**config.mk**
```make
export PLATFORM = sky130hd
export DESIGN_NAME = tms_top
export DESIGN_NICKNAME = d
export VERILOG_FILES = /design/src/include/tms_pkg.sv /design/src/logic/tms_top.sv
export SDC_FILE = /design/constraint.sdc
export NUM_CORES = 1
export LEC_CHECK = 0
export BUFFER_PORTS_ARGS = -buffer_cell sky130_fd_sc_hd__buf_4
export CORE_AREA = 5 5 220 158
export DETAILED_ROUTE_END_ITERATION = 8
export DIE_AREA = 0 0 225 163
export GPL_TIMING_DRIVEN = 0
export PLACE_DENSITY = 0.36
export SLEW_MARGIN = 20
export SYNTH_ARGS = -nofsm -noshare
export SYNTH_HDL_FRONTEND = slang
export SYNTH_SLANG_ARGS = --single-unit
```
**constraint.sdc**
```tcl
create_clock -name i_clk_sys -period 2.6 [get_ports i_clk_sys]
set_input_delay 0.65 -clock i_clk_sys [delete_from_list [all_inputs] [get_ports i_clk_sys]]
set_output_delay 0.65 -clock i_clk_sys [all_outputs]
set_load 0.05 [all_outputs]
```
**src/include/tms_pkg.sv**
```systemverilog
`default_nettype none

package tms_pkg;

  // ----------------------------------------------------------------
  // Pin sampling vector
  // ----------------------------------------------------------------
  localparam int unsigned PIN_W      = 11;
  localparam int unsigned PIN_SCLK   = 0;
  localparam int unsigned PIN_CS_N   = 1;
  localparam int unsigned PIN_SDI    = 2;
  localparam int unsigned PIN_TRX_H  = 3;
  localparam int unsigned PIN_TRX_V  = 4;
  localparam int unsigned PIN_LOAD_H = 5;
  localparam int unsigned PIN_LOAD_V = 6;
  localparam int unsigned PIN_SEL_LO = 7;
  // Chip select idles high, all others low
  localparam logic [PIN_W-1:0] PIN_RST = 11'h002;

  // ----------------------------------------------------------------
  // Serial frame: read flag, chip address, register index, data
  // ----------------------------------------------------------------
  localparam int unsigned ADDR_W     = 4;
  localparam int unsigned IDX_W      = 3;
  localparam int unsigned DATA_W     = 8;
  localparam int unsigned HDR_BITS   = 8;
  localparam int unsigned FRAME_BITS = 16;
  localparam int unsigned CNT_W      = 5;
  localparam int unsigned HDR_RD_POS = 7;
  localparam int unsigned HDR_AD_LO  = 3;
  localparam int unsigned HDR_IX_LO  = 0;
  localparam logic [CNT_W-1:0] CNT_HDR_LAST = 5'h07;
  localparam logic [CNT_W-1:0] CNT_FULL     = 5'h10;

  // ----------------------------------------------------------------
  // Polarity groups and load sequence
  // ----------------------------------------------------------------
  localparam int unsigned GRP_N     = 2;
  localparam int unsigned GRP_H     = 0;
  localparam int unsigned GRP_V     = 1;
  localparam int unsigned GRP_CFG_W = 32;
  localparam int unsigned LOAD_CNT_W = 2;
  localparam logic [LOAD_CNT_W-1:0] LOAD_LAST = 2'h2;
  localparam logic [GRP_CFG_W-1:0]  CFG_RST   = 32'h0000_0000;

  typedef enum logic [3:0] {
    TMS_IDLE = 4'h1,
    TMS_HDR  = 4'h2,
    TMS_DATA = 4'h4,
    TMS_SKIP = 4'h8
  } tms_state_t;

endpackage

`default_nettype wire

```
**src/logic/tms_top.sv**
```systemverilog
// How it works
// - Write data captured on serial clock rise
// - Read data changes on serial clock fall
// - Horizontal select rise enters transmit
// - Select fall returns group to receive
// - Vertical select drives vertical group only
// - Frames accepted only on chip address match
// - Third load rise commits staged group values
// - Chip select low enables; rise commits write
`timescale 1ns/1ns
`default_nettype none

module tms_top (
  input  wire logic                           i_clk_sys,
  input  wire logic                           i_rst_n,
  input  wire logic                           i_sclk,
  input  wire logic                           i_cs_n,
  input  wire logic                           i_sdi,
  input  wire logic                           i_device_select_bit0,
  input  wire logic                           i_device_select_bit1,
  input  wire logic                           i_device_select_bit2,
  input  wire logic                           i_device_select_bit3,
  input  wire logic                           i_horiz_txrx_select,
  input  wire logic                           i_vert_txrx_select,
  input  wire logic                           i_load_horiz,
  input  wire logic                           i_load_vert,
  output logic                                o_sdo,
  output logic                                o_sdo_oe,
  output logic                                o_horiz_tx_mode,
  output logic                                o_vert_tx_mode,
  output logic [tms_pkg::GRP_CFG_W-1:0]       o_horiz_cfg,
  output logic [tms_pkg::GRP_CFG_W-1:0]       o_vert_cfg
);
  import tms_pkg::*;

  function automatic logic rise_of(input logic cur, input logic prev);
    rise_of = cur & ~prev;
  endfunction

  function automatic logic fall_of(input logic cur, input logic prev);
    fall_of = ~cur & prev;
  endfunction

  // ----------------------------------------------------------------
  // Pin synchronisers
  // ----------------------------------------------------------------
  logic [PIN_W-1:0]                   pin_raw;
  logic [PIN_W-1:0]                   meta_ff;
  logic [PIN_W-1:0]                   sync_ff;
  logic [PIN_W-1:0]                   prev_ff;

  assign pin_raw = {i_device_select_bit3, i_device_select_bit2, i_device_select_bit1,
                    i_device_select_bit0, i_load_vert, i_load_horiz, i_vert_txrx_select,
                    i_horiz_txrx_select, i_sdi, i_cs_n, i_sclk};

  always_ff @(posedge i_clk_sys) begin
    if (!i_rst_n) begin
      meta_ff <= PIN_RST;
      sync_ff <= PIN_RST;
      prev_ff <= PIN_RST;
    end else begin
      meta_ff <= pin_raw;
      sync_ff <= meta_ff;
      prev_ff <= sync_ff;
    end
  end

  logic                               sclk_rise;
  logic                               sclk_fall;
  logic                               cs_rise;
  logic                               cs_on;
  logic                               sdi_bit;
  logic [ADDR_W-1:0]                  chip_addr;

  assign sclk_rise = rise_of(sync_ff[PIN_SCLK], prev_ff[PIN_SCLK]);
  assign sclk_fall = fall_of(sync_ff[PIN_SCLK], prev_ff[PIN_SCLK]);
  assign cs_rise   = rise_of(sync_ff[PIN_CS_N], prev_ff[PIN_CS_N]);
  assign cs_on     = ~sync_ff[PIN_CS_N];
  assign sdi_bit   = sync_ff[PIN_SDI];
  assign chip_addr = sync_ff[PIN_SEL_LO +: ADDR_W];

  // ----------------------------------------------------------------
  // Serial frame receiver
  // ----------------------------------------------------------------
  tms_state_t                         state_ff;
  logic [CNT_W-1:0]                   bit_cnt_ff;
  logic [FRAME_BITS-1:0]              shift_ff;
  logic [HDR_BITS-1:0]                hdr_ff;
  logic [FRAME_BITS-1:0]              nxt_shift;
  logic                               addr_hit;

  assign nxt_shift = {shift_ff[FRAME_BITS-2:0], sdi_bit};
  assign addr_hit  = (nxt_shift[HDR_AD_LO +: ADDR_W] == chip_addr);

  always_ff @(posedge i_clk_sys) begin
    if (!i_rst_n) begin
      state_ff <= TMS_IDLE;
    end else if (!cs_on) begin
      state_ff <= TMS_IDLE;
    end else begin
      case (state_ff)
        TMS_IDLE: begin
          state_ff <= TMS_HDR;
        end
        TMS_HDR: begin
          if (sclk_rise && bit_cnt_ff == CNT_HDR_LAST) begin
            state_ff <= addr_hit ? TMS_DATA : TMS_SKIP;
          end
        end
        TMS_DATA: begin
          state_ff <= TMS_DATA;
        end
        TMS_SKIP: begin
          state_ff <= TMS_SKIP;
        end
        default: begin
          state_ff <= TMS_IDLE;
        end
      endcase
    end
  end

  always_ff @(posedge i_clk_sys) begin
    if (!i_rst_n) begin
      bit_cnt_ff <= '0;
      shift_ff   <= '0;
    end else if (state_ff == TMS_IDLE) begin
      bit_cnt_ff <= '0;
      shift_ff   <= '0;
    end else if (sclk_rise && bit_cnt_ff != CNT_FULL &&
                 (state_ff == TMS_HDR || state_ff == TMS_DATA)) begin
      bit_cnt_ff <= bit_cnt_ff + 5'h01;
      shift_ff   <= nxt_shift;
    end
  end

  always_ff @(posedge i_clk_sys) begin
    if (!i_rst_n) begin
      hdr_ff <= '0;
    end else if (state_ff == TMS_HDR && sclk_rise && bit_cnt_ff == CNT_HDR_LAST) begin
      hdr_ff <= nxt_shift[HDR_BITS-1:0];
    end
  end

  // ----------------------------------------------------------------
  // Staged registers, written when chip select rises
  // ----------------------------------------------------------------
  logic [GRP_N-1:0][GRP_CFG_W-1:0]    stage_ff;
  logic [GRP_N-1:0][GRP_CFG_W-1:0]    act_ff;
  logic                               hdr_rd;
  logic [IDX_W-1:0]                   hdr_idx;
  logic                               wr_commit;

  assign hdr_rd    = hdr_ff[HDR_RD_POS];
  assign hdr_idx   = hdr_ff[HDR_IX_LO +: IDX_W];
  assign wr_commit = cs_rise && state_ff == TMS_DATA && bit_cnt_ff == CNT_FULL && !hdr_rd;

  always_ff @(posedge i_clk_sys) begin
    if (!i_rst_n) begin
      stage_ff <= '0;
    end else if (wr_commit) begin
      stage_ff[hdr_idx[IDX_W-1]][hdr_idx[1:0]*DATA_W +: DATA_W] <= shift_ff[DATA_W-1:0];
    end
  end

  // ----------------------------------------------------------------
  // Read data out, changing on serial clock fall
  // ----------------------------------------------------------------
  logic [DATA_W-1:0]                  rd_shift_ff;
  logic                               sdo_ff;
  logic                               sdo_oe_ff;
  logic                               rd_phase;

  assign rd_phase = state_ff == TMS_DATA && hdr_rd && cs_on;

  always_ff @(posedge i_clk_sys) begin
    if (!i_rst_n) begin
      rd_shift_ff <= '0;
      sdo_ff      <= 1'b0;
    end else if (state_ff == TMS_HDR && sclk_rise && bit_cnt_ff == CNT_HDR_LAST) begin
      rd_shift_ff <= stage_ff[nxt_shift[HDR_IX_LO+IDX_W-1]]
                             [nxt_shift[1:0]*DATA_W +: DATA_W];
    end else if (rd_phase && sclk_fall) begin
      sdo_ff      <= rd_shift_ff[DATA_W-1];
      rd_shift_ff <= {rd_shift_ff[DATA_W-2:0], 1'b0};
    end
  end

  always_ff @(posedge i_clk_sys) begin
    if (!i_rst_n) begin
      sdo_oe_ff <= 1'b0;
    end else if (!rd_phase) begin
      sdo_oe_ff <= 1'b0;
    end else if (sclk_fall) begin
      sdo_oe_ff <= 1'b1;
    end
  end

  assign o_sdo    = sdo_ff;
  assign o_sdo_oe = sdo_oe_ff;

  // ----------------------------------------------------------------
  // Per polarity group: transmit select and triple load
  // ----------------------------------------------------------------
  logic [GRP_N-1:0]                   tx_ff;
  logic [GRP_N-1:0][LOAD_CNT_W-1:0]   load_cnt_ff;
  logic [GRP_N-1:0]                   trx_cur;
  logic [GRP_N-1:0]                   trx_prev;
  logic [GRP_N-1:0]                   ld_cur;
  logic [GRP_N-1:0]                   ld_prev;

  assign trx_cur  = sync_ff[PIN_TRX_V:PIN_TRX_H];
  assign trx_prev = prev_ff[PIN_TRX_V:PIN_TRX_H];
  assign ld_cur   = sync_ff[PIN_LOAD_V:PIN_LOAD_H];
  assign ld_prev  = prev_ff[PIN_LOAD_V:PIN_LOAD_H];

  for (genvar g = 0; g < GRP_N; g++) begin : g_grp
    always_ff @(posedge i_clk_sys) begin
      if (!i_rst_n) begin
        tx_ff[g] <= 1'b0;
      end else if (rise_of(trx_cur[g], trx_prev[g])) begin
        tx_ff[g] <= 1'b1;
      end else if (fall_of(trx_cur[g], trx_prev[g])) begin
        tx_ff[g] <= 1'b0;
      end
    end

    always_ff @(posedge i_clk_sys) begin
      if (!i_rst_n) begin
        load_cnt_ff[g] <= '0;
        act_ff[g]      <= CFG_RST;
      end else if (rise_of(ld_cur[g], ld_prev[g])) begin
        if (load_cnt_ff[g] == LOAD_LAST) begin
          load_cnt_ff[g] <= '0;
          act_ff[g]      <= stage_ff[g];
        end else begin
          load_cnt_ff[g] <= load_cnt_ff[g] + 2'h1;
        end
      end
    end

    a_tx_rise_enter: assert property (@(posedge i_clk_sys) disable iff (!i_rst_n)
      rise_of(trx_cur[g], trx_prev[g]) |=> tx_ff[g])
      else $error("tx mode not entered on select rise");
    a_tx_fall_exit: assert property (@(posedge i_clk_sys) disable iff (!i_rst_n)
      fall_of(trx_cur[g], trx_prev[g]) |=> !tx_ff[g])
      else $error("rx mode not entered on select fall");
    a_tx_level_hold: assert property (@(posedge i_clk_sys) disable iff (!i_rst_n)
      trx_cur[g] == trx_prev[g] |=> $stable(tx_ff[g]))
      else $error("tx mode moved without select edge");
    a_load_third_commit: assert property (@(posedge i_clk_sys) disable iff (!i_rst_n)
      rise_of(ld_cur[g], ld_prev[g]) && load_cnt_ff[g] == LOAD_LAST
      |=> act_ff[g] == $past(stage_ff[g]) && load_cnt_ff[g] == 2'h0)
      else $error("third load rise did not commit");
    a_load_early_hold: assert property (@(posedge i_clk_sys) disable iff (!i_rst_n)
      load_cnt_ff[g] != LOAD_LAST |=> $stable(act_ff[g]))
      else $error("active values changed before third load");
  end

  assign o_horiz_tx_mode = tx_ff[GRP_H];
  assign o_vert_tx_mode  = tx_ff[GRP_V];
  assign o_horiz_cfg     = act_ff[GRP_H];
  assign o_vert_cfg      = act_ff[GRP_V];

  // ----------------------------------------------------------------
  // Serial checks and coverage
  // ----------------------------------------------------------------
  a_spi_rise_capture: assert property (@(posedge i_clk_sys) disable iff (!i_rst_n)
    state_ff == TMS_HDR && sclk_rise && cs_on |=> shift_ff[0] == $past(sdi_bit))
    else $error("input bit not captured on clock rise");
  a_sdo_fall_only: assert property (@(posedge i_clk_sys) disable iff (!i_rst_n)
    !$past(sclk_fall) |-> $stable(o_sdo))
    else $error("output bit changed away from clock fall");
  a_addr_miss_skip: assert property (@(posedge i_clk_sys) disable iff (!i_rst_n)
    state_ff == TMS_HDR && cs_on && sclk_rise && bit_cnt_ff == CNT_HDR_LAST && !addr_hit
    |=> state_ff == TMS_SKIP ##1 !wr_commit)
    else $error("frame for other chip address not skipped");
  a_cs_high_idle: assert property (@(posedge i_clk_sys) disable iff (!i_rst_n)
    !cs_on |=> state_ff == TMS_IDLE && !o_sdo_oe)
    else $error("serial logic active with chip select high");
  a_cs_rise_commit: assert property (@(posedge i_clk_sys) disable iff (!i_rst_n)
    wr_commit |=> stage_ff[$past(hdr_idx[IDX_W-1])][$past(hdr_idx[1:0])*DATA_W +: DATA_W]
                  == $past(shift_ff[DATA_W-1:0]))
    else $error("write not committed on chip select rise");

  c_write_frame: cover property (@(posedge i_clk_sys) wr_commit);
  c_read_frame: cover property (@(posedge i_clk_sys) rd_phase && sclk_fall);
  c_tx_enter: cover property (@(posedge i_clk_sys) tx_ff[GRP_H] && tx_ff[GRP_V]);
  c_load_commit: cover property (@(posedge i_clk_sys)
    rise_of(ld_cur[GRP_V], ld_prev[GRP_V]) && load_cnt_ff[GRP_V] == LOAD_LAST);

endmodule

`default_nettype wire

```
==> impl_metrics.yaml, run 1 <==
outcome:
  outcome: "finished, final reports clean"
logic_synthesis:
  yosysMostFrequentCell: "nand2_1"
  synth-compound-area-share: 0.0755
  synth_top_family_by_area: "simple AND/OR/NAND/NOR gates"
  yosys-top-cells-area: "dfxtp_1, nand2_1, mux2i_1"
  synth_ff_type: "dfxtp_1"
  synth_mux_area_frac: 0.145
  synth_simple_gate_area_frac: 0.223
  synth_edf_count: 0
  synthCells: 835
  synth_warnings: 0
  synth_fa_ha_area_frac: 0.0147
  syn_nets: 857
  synthXorXnorAreaFrac: 0.00687
  synthTopCellsByCount: "nand2_1, dfxtp_1, mux2i_1, a21oi_1, clkbuf_1"
  synth_cell_type_count: 42
  synth_top_cell_area_share: 0.505
  yosysTopAreaCell: "dfxtp_1"
  avgSynthCellArea_um2: 9.16
  yosys_register_bits: 193
  synthArstFlopShare: 0
  synth_seq_area_share: 0.505
  syn_area_um2: 7640
detailed_routing:
  wirelength_mm: 24.2
  drtAntennaViolNets: 0
  drcViolationCount: 0
  wl_per_cell_um: 17.5
  drt_pass1_iterations: 4
  drt_iter0_markers: 280
  vias_per_cell: 4.27
  num_vias: 5900
layout:
  design_area_um2: 9420
  area_growth_pct: 23.2
  final_cell_count_no_fill: 1383
  num_antenna_cells: 0
  utilization: 0.288
  drive_gt1_frac: 0.155
  layout.nets: 957
  nFillCells: 3535
timing:
  slew_headroom: 0.367
  finalSetupViolCount: 0
  hold_viol: 0
  post-route-min-period_ns: 2.46
  hold_slack_ns: 0.398
  final_max_slew_viol_count: 0
  fin_crit_sh: 0.946
  fin_skew_ns: 0.0391
  setup_tns_ns: 0
  worstMarginPinSlew_ns: 0.942
  rsz0062_at_grt: "false"
  fmax_mhz: 407
die:
  rows: 56
  io_pins: 81
  start_util: 0.234
  die_w_um: 225
  die_y_um: 163
  dieArea_um2: 36700
  core_area_um2: 32700
clock_tree:
  clock-sinks: 193
  root_buffer: "clkbuf_16"
  clock_latency_ns: 0.47
  cts_tree: "done"
  cts.path.max_buffers: 2
  cts-buffers-inserted: 17
  htreeDepth: 4
  hold_buffers: 0
  clkTransAtPathRegs_ns: 0.07
setup_path:
  worstRegToRegCells: 6
  reg2reg_from: "shift_ff[1]$_SDFFE_PP0P_"
  cp-start-kind: "register"
  crit_required_ns: 2.97
  crit_type: "register to register"
  arrival_ns: 2.83
  cp-end-kind: "register"
  cp-endpoint: "rd_shift_ff[1]$_SDFFE_PN0P_"
  worstReg2RegEnd: "rd_shift_ff[1]$_SDFFE_PN0P_"
  crit_path_max_fanout: 10
  worstSetupStartpoint: "shift_ff[1]$_SDFFE_PP0P_"
  r2r_setup_slack_ns: 0.14
global_route:
  grt_antenna_before_repair: 1
  gr-total-overflow: 0
  grt_max_degree: 18
  grt_use_total: 0.136
  grt_pass1_vias: 5988
  grt_pass1_wl_mm: 37.1
power:
  max-vdd-ir-drop_uv: 309
  leakage_nw: 3.77
  power_density_nw_per_um2: 619
min_path:
  worst_hold_path_type: "primary input to register"
placed_design:
  routabilityCongestion: 0.795
  hpwlAfterDp_mm: 18.0
  place.port_buffers: 80
  place_inst: 1351
  place_area_um2: 8820
run:
  cap_violations: 0
-- critical path, stage by stage (launching register included) --
cell and delay (ns):
dfxtp_1 0.40, buf_1 0.60, buf_2 0.49, mux2i_1 0.16, a22oi_1 0.39, nand3_1 0.16, a31oi_1 0.15
-- state kept, by name (all words and copies together), names as in the netlist --
register         flops
stage_ff            64
shift_ff             8
hdr_ff               4
bit_cnt_ff           5
state_ff             4
load_cnt_ff          4
rd_shift_ff          8
meta_ff             11
sync_ff             11
o_sdo_oe             1
o_sdo                1
o_horiz_tx_mode      1
o_vert_cfg          32
o_horiz_cfg         32
o_vert_tx_mode       1
prev_ff              6
-- metrics by stage --
| step | setup WS, ns | power, mW |
|---|---|---|
| floorplan | 0.706 | 3.13 |
| global placement | -0.108 | 3.19 |
| detailed placement | -0.107 | 3.19 |
| CTS | 0.167 | 5.95 |
| global route | 0.0290 | 6.09 |
| finish | 0.141 | 5.83 |
-- area by class of cell --
cell class / instances / area [um2] / area share
Clock buffer: 19 / 443 / 0.0470
Tap cell: 435 / 544 / 0.0578
Clock inverter: 13 / 154 / 0.0163
Multi-Input combinational cell: 581 / 3570 / 0.379
Inverter: 11 / 41.3 / 0.00439
Sequential cell: 193 / 3860 / 0.410
Timing Repair Buffer: 81 / 608 / 0.0646
Buffer: 50 / 193 / 0.0205
-- cell families after synthesis --
| kind of cell | after synthesis |
|---|---|
| adder cells (fa/ha/maj) | 9 |
| multiplexers | 99 |
| AND/OR/NAND/NOR | 362 |
| flip-flops | 193 |
| AO/OA/AOI/OAI | 105 |
| XOR/XNOR | 6 |
| buffers and inverters | 61 |
-- layer usage --
metal  track usage  share of wire
met5             0              0
met4        0.0315         0.0033
met3        0.0342          0.054
met2         0.196           0.42
met1         0.202           0.52
-- power breakdown --
part,total (mW),internal (mW),switching (mW)
sequential,2.98,2.97,0.00912
combinational,0.136,0.0428,0.0932
clock,2.71,1.46,1.25
-- cell usage in the layout (no fill, tap or decap), drive strengths merged, types with 9 or more instances in the layout --
cell	synthesis	routed
nand2	253	253
ha	9	9
a21oi	78	78
nor2	19	19
dfxtp	193	193
clkbuf	46	65
inv	11	15
nand2b	13	13
mux2i	89	89
and2	27	27
buf	4	85
nand3	16	16
mux4	9	9
-- repair_timing --
action,4_1_cts,5_1_grt
resized for setup,1,0
buffers inserted,0,0
endpoints found under the setup margin,3,0
-- worst min-delay path by stage --
stage                     depth (start not counted)                     to  slack (ns)                  start
final                                             2  meta_ff[3]$_SDFF_PN0_        0.40    i_horiz_txrx_select
after global routing                              2  meta_ff[3]$_SDFF_PN0_        0.38    i_horiz_txrx_select
after CTS                                         2  meta_ff[4]$_SDFF_PN0_        0.37     i_vert_txrx_select
after detailed placement                          1  sync_ff[1]$_SDFF_PN1_        0.40  meta_ff[1]$_SDFF_PN1_
after global placement                            1  sync_ff[1]$_SDFF_PN1_        0.41  meta_ff[1]$_SDFF_PN1_
after floorplan                                   1  sync_ff[1]$_SDFF_PN1_        0.39  meta_ff[1]$_SDFF_PN1_
Note: power is estimated with default switching activity, not from simulation.
==> run 2, diff against run 1 <==
--- a/config.mk
+++ b/config.mk
@@ -6,11 +6,13 @@
 export NUM_CORES = 1
 export LEC_CHECK = 0
 export BUFFER_PORTS_ARGS = -buffer_cell sky130_fd_sc_hd__buf_4
-export CORE_AREA = 5 5 220 158
+export CELL_PAD_IN_SITES_DETAIL_PLACEMENT = 1
+export CELL_PAD_IN_SITES_GLOBAL_PLACEMENT = 2
+export CORE_AREA = 5 5 213 163
 export DETAILED_ROUTE_END_ITERATION = 8
-export DIE_AREA = 0 0 225 163
+export DIE_AREA = 0 0 218 168
 export GPL_TIMING_DRIVEN = 0
-export PLACE_DENSITY = 0.36
+export PLACE_DENSITY = 0.53
 export SLEW_MARGIN = 20
 export SYNTH_ARGS = -nofsm -noshare
 export SYNTH_HDL_FRONTEND = slang
==> run 2 against run 1 <==
Effect of this change: global-route usage rose by 0.88 points; power grew 3.1%; critical path depth did not move; setup slack gained 0.084 ns; count of clock-buffer cells in the layout is the same; sequential power hardly changed; critical path type unchanged; largest power group unchanged.
==> impl_metrics.yaml, run 2 (synthesis gave the netlist of run 1 again) <==
timing:
  worstMarginPinSlew_ns: 1.03
  fmax_mhz: 421
  fin_crit_sh: 0.914
  final_max_slew_viol_count: 0
  slew_headroom: 0.305
  post-route-min-period_ns: 2.38
  rsz0062_at_grt: "false"
  hold_viol: 0
  fin_skew_ns: 0.00938
  setup_slack_ns: 0.225
  finalSetupViolCount: 0
clock_tree:
  cts-buffers-inserted: 17
  hold_buffers: 0
  cts_tree: "done"
  cts.path.max_buffers: 2
  cts_resized: 1
  post_cts_buffers: 0
  clock_latency_ns: 0.45
  root_buffer: "clkbuf_16"
  htreeDepth: 4
  clkTransAtPathRegs_ns: 0.07
  clock-sinks: 193
die:
  dieArea_um2: 36600
  die_w_um: 218
  io_pins: 81
  start_util: 0.237
  core_area_um2: 32200
  die_y_um: 168
  rows: 57
setup_path:
  worstReg2RegEnd: "stage_ff[36]$_SDFFE_PN0P_"
  crit_required_ns: 2.98
  arrival_ns: 2.75
  cp-endpoint: "stage_ff[36]$_SDFFE_PN0P_"
  worstSetupStartpoint: "hdr_ff[0]$_SDFFE_PN0P_"
  cp-start-kind: "register"
  cp-end-kind: "register"
  crit_path_max_fanout: 8
  reg2reg_from: "hdr_ff[0]$_SDFFE_PN0P_"
  crit_type: "register to register"
  r2r_setup_slack_ns: 0.22
  worstRegToRegCells: 6
global_route:
  gr-total-overflow: 0
  grt_use_total: 0.144
  grt_antenna_before_repair: 0
  grt_max_degree: 17
  grt_pass1_vias: 6470
  grt_pass1_wl_mm: 40.1
layout:
  top_register: "stage_ff"
  multi_input_area_um2: 3570
  design_area_um2: 9450
  utilization: 0.293
  final_common_cell: "nand2_1"
  mostFrequentLayoutCells: "nand2_1, dfxtp_1, mux2i_1"
  num_antenna_cells: 0
  layout.nets: 957
  largest_reg_flops: 64
  drive_gt1_frac: 0.153
  area_growth_pct: 23.6
  seqCellArea_um2: 3860
  nFillCells: 3795
detailed_routing:
  wirelength_mm: 25.7
  drt_iter0_markers: 193
  num_vias: 6019
  wl_per_cell_um: 18.5
  drcViolationCount: 0
  drtAntennaViolNets: 0
  drt_pass1_iterations: 4
  vias_per_cell: 4.34
power:
  clkPwrFrac: 0.481
  p_int_mw: 4.71
  power_density_nw_per_um2: 636
  power_mw: 6.01
  max-vdd-ir-drop_uv: 334
  swShare: 0.217
  p_sw_mw: 1.30
  p_comb_frac: 0.023
  leakage_nw: 3.80
  seqPwrFrac: 0.496
min_path:
  worst_hold_path_type: "primary input to register"
placed_design:
  post-place-ws_ns: -0.133
  hpwlAfterDp_mm: 19.1
  routabilityCongestion: 0.775
  place_area_um2: 8830
  place.port_buffers: 80
outcome:
  outcome: "finished, final reports clean"
run:
  cap_violations: 0
run 2: routing by layer:
metal	part of all wire	wire length (um)	global-route usage	up-vias
met4	0.0097	249	0.0328	0
met3	0.026	667	0.0293	18
met5	0	0	0	-
met2	0.43	11100	0.222	65
li1	-	-	-	2996
met1	0.53	13600	0.209	2940
run 2: per-stage QoR:
step | instances | TNS [ns] | hold WS, ns
6_report | 1388 | 0 | 0.390
5_1_grt | 1388 | 0 | 0.380
4_1_cts | 1388 | 0 | 0.368
3_5_place_dp | 1358 | -0.335 | 0.408
3_3_place_gp | 1357 | -0.968 | 0.407
2_1_floorplan | 835 | 0 | 0.386
run 2: area by class of cell:
type                    count  area share
plain buffers              50      0.0205
clock buffers              19      0.0458
clock inverters            11      0.0200
inverters                  11     0.00437
multi-input cells         581       0.378
flip-flops and latches    193       0.409
well taps                 442      0.0585
repair buffers             81      0.0643
run 2: worst min-delay path by stage:
stage	cells past startpoint	from	to
after CTS	2	i_cs_n	meta_ff[1]$_SDFF_PN1_
after global routing	2	i_cs_n	meta_ff[1]$_SDFF_PN1_
final	2	i_cs_n	meta_ff[1]$_SDFF_PN1_
after floorplan	1	meta_ff[1]$_SDFF_PN1_	sync_ff[1]$_SDFF_PN1_
after global placement	1	meta_ff[1]$_SDFF_PN1_	sync_ff[1]$_SDFF_PN1_
after detailed placement	1	meta_ff[1]$_SDFF_PN1_	sync_ff[1]$_SDFF_PN1_
run 2: power by group through the flow:
stage                     logic (mW)  clock network (mW)  registers (mW)
final                          0.138                2.89            2.98
after global routing           0.155                3.10            2.99
after floorplan               0.0761                   0            3.05
after global placement         0.142                   0            3.05
after CTS                      0.143                3.00            2.98
after detailed placement       0.143                   0            3.05
run 2: critical path, cell delays in order, from the launching register on:
cell      delay, ns
dfxtp_1        0.50
inv_1          0.13
ha_1           0.33
nand2b_1       0.19
nor3_1         0.76
nand2_1        0.21
mux2i_1        0.17
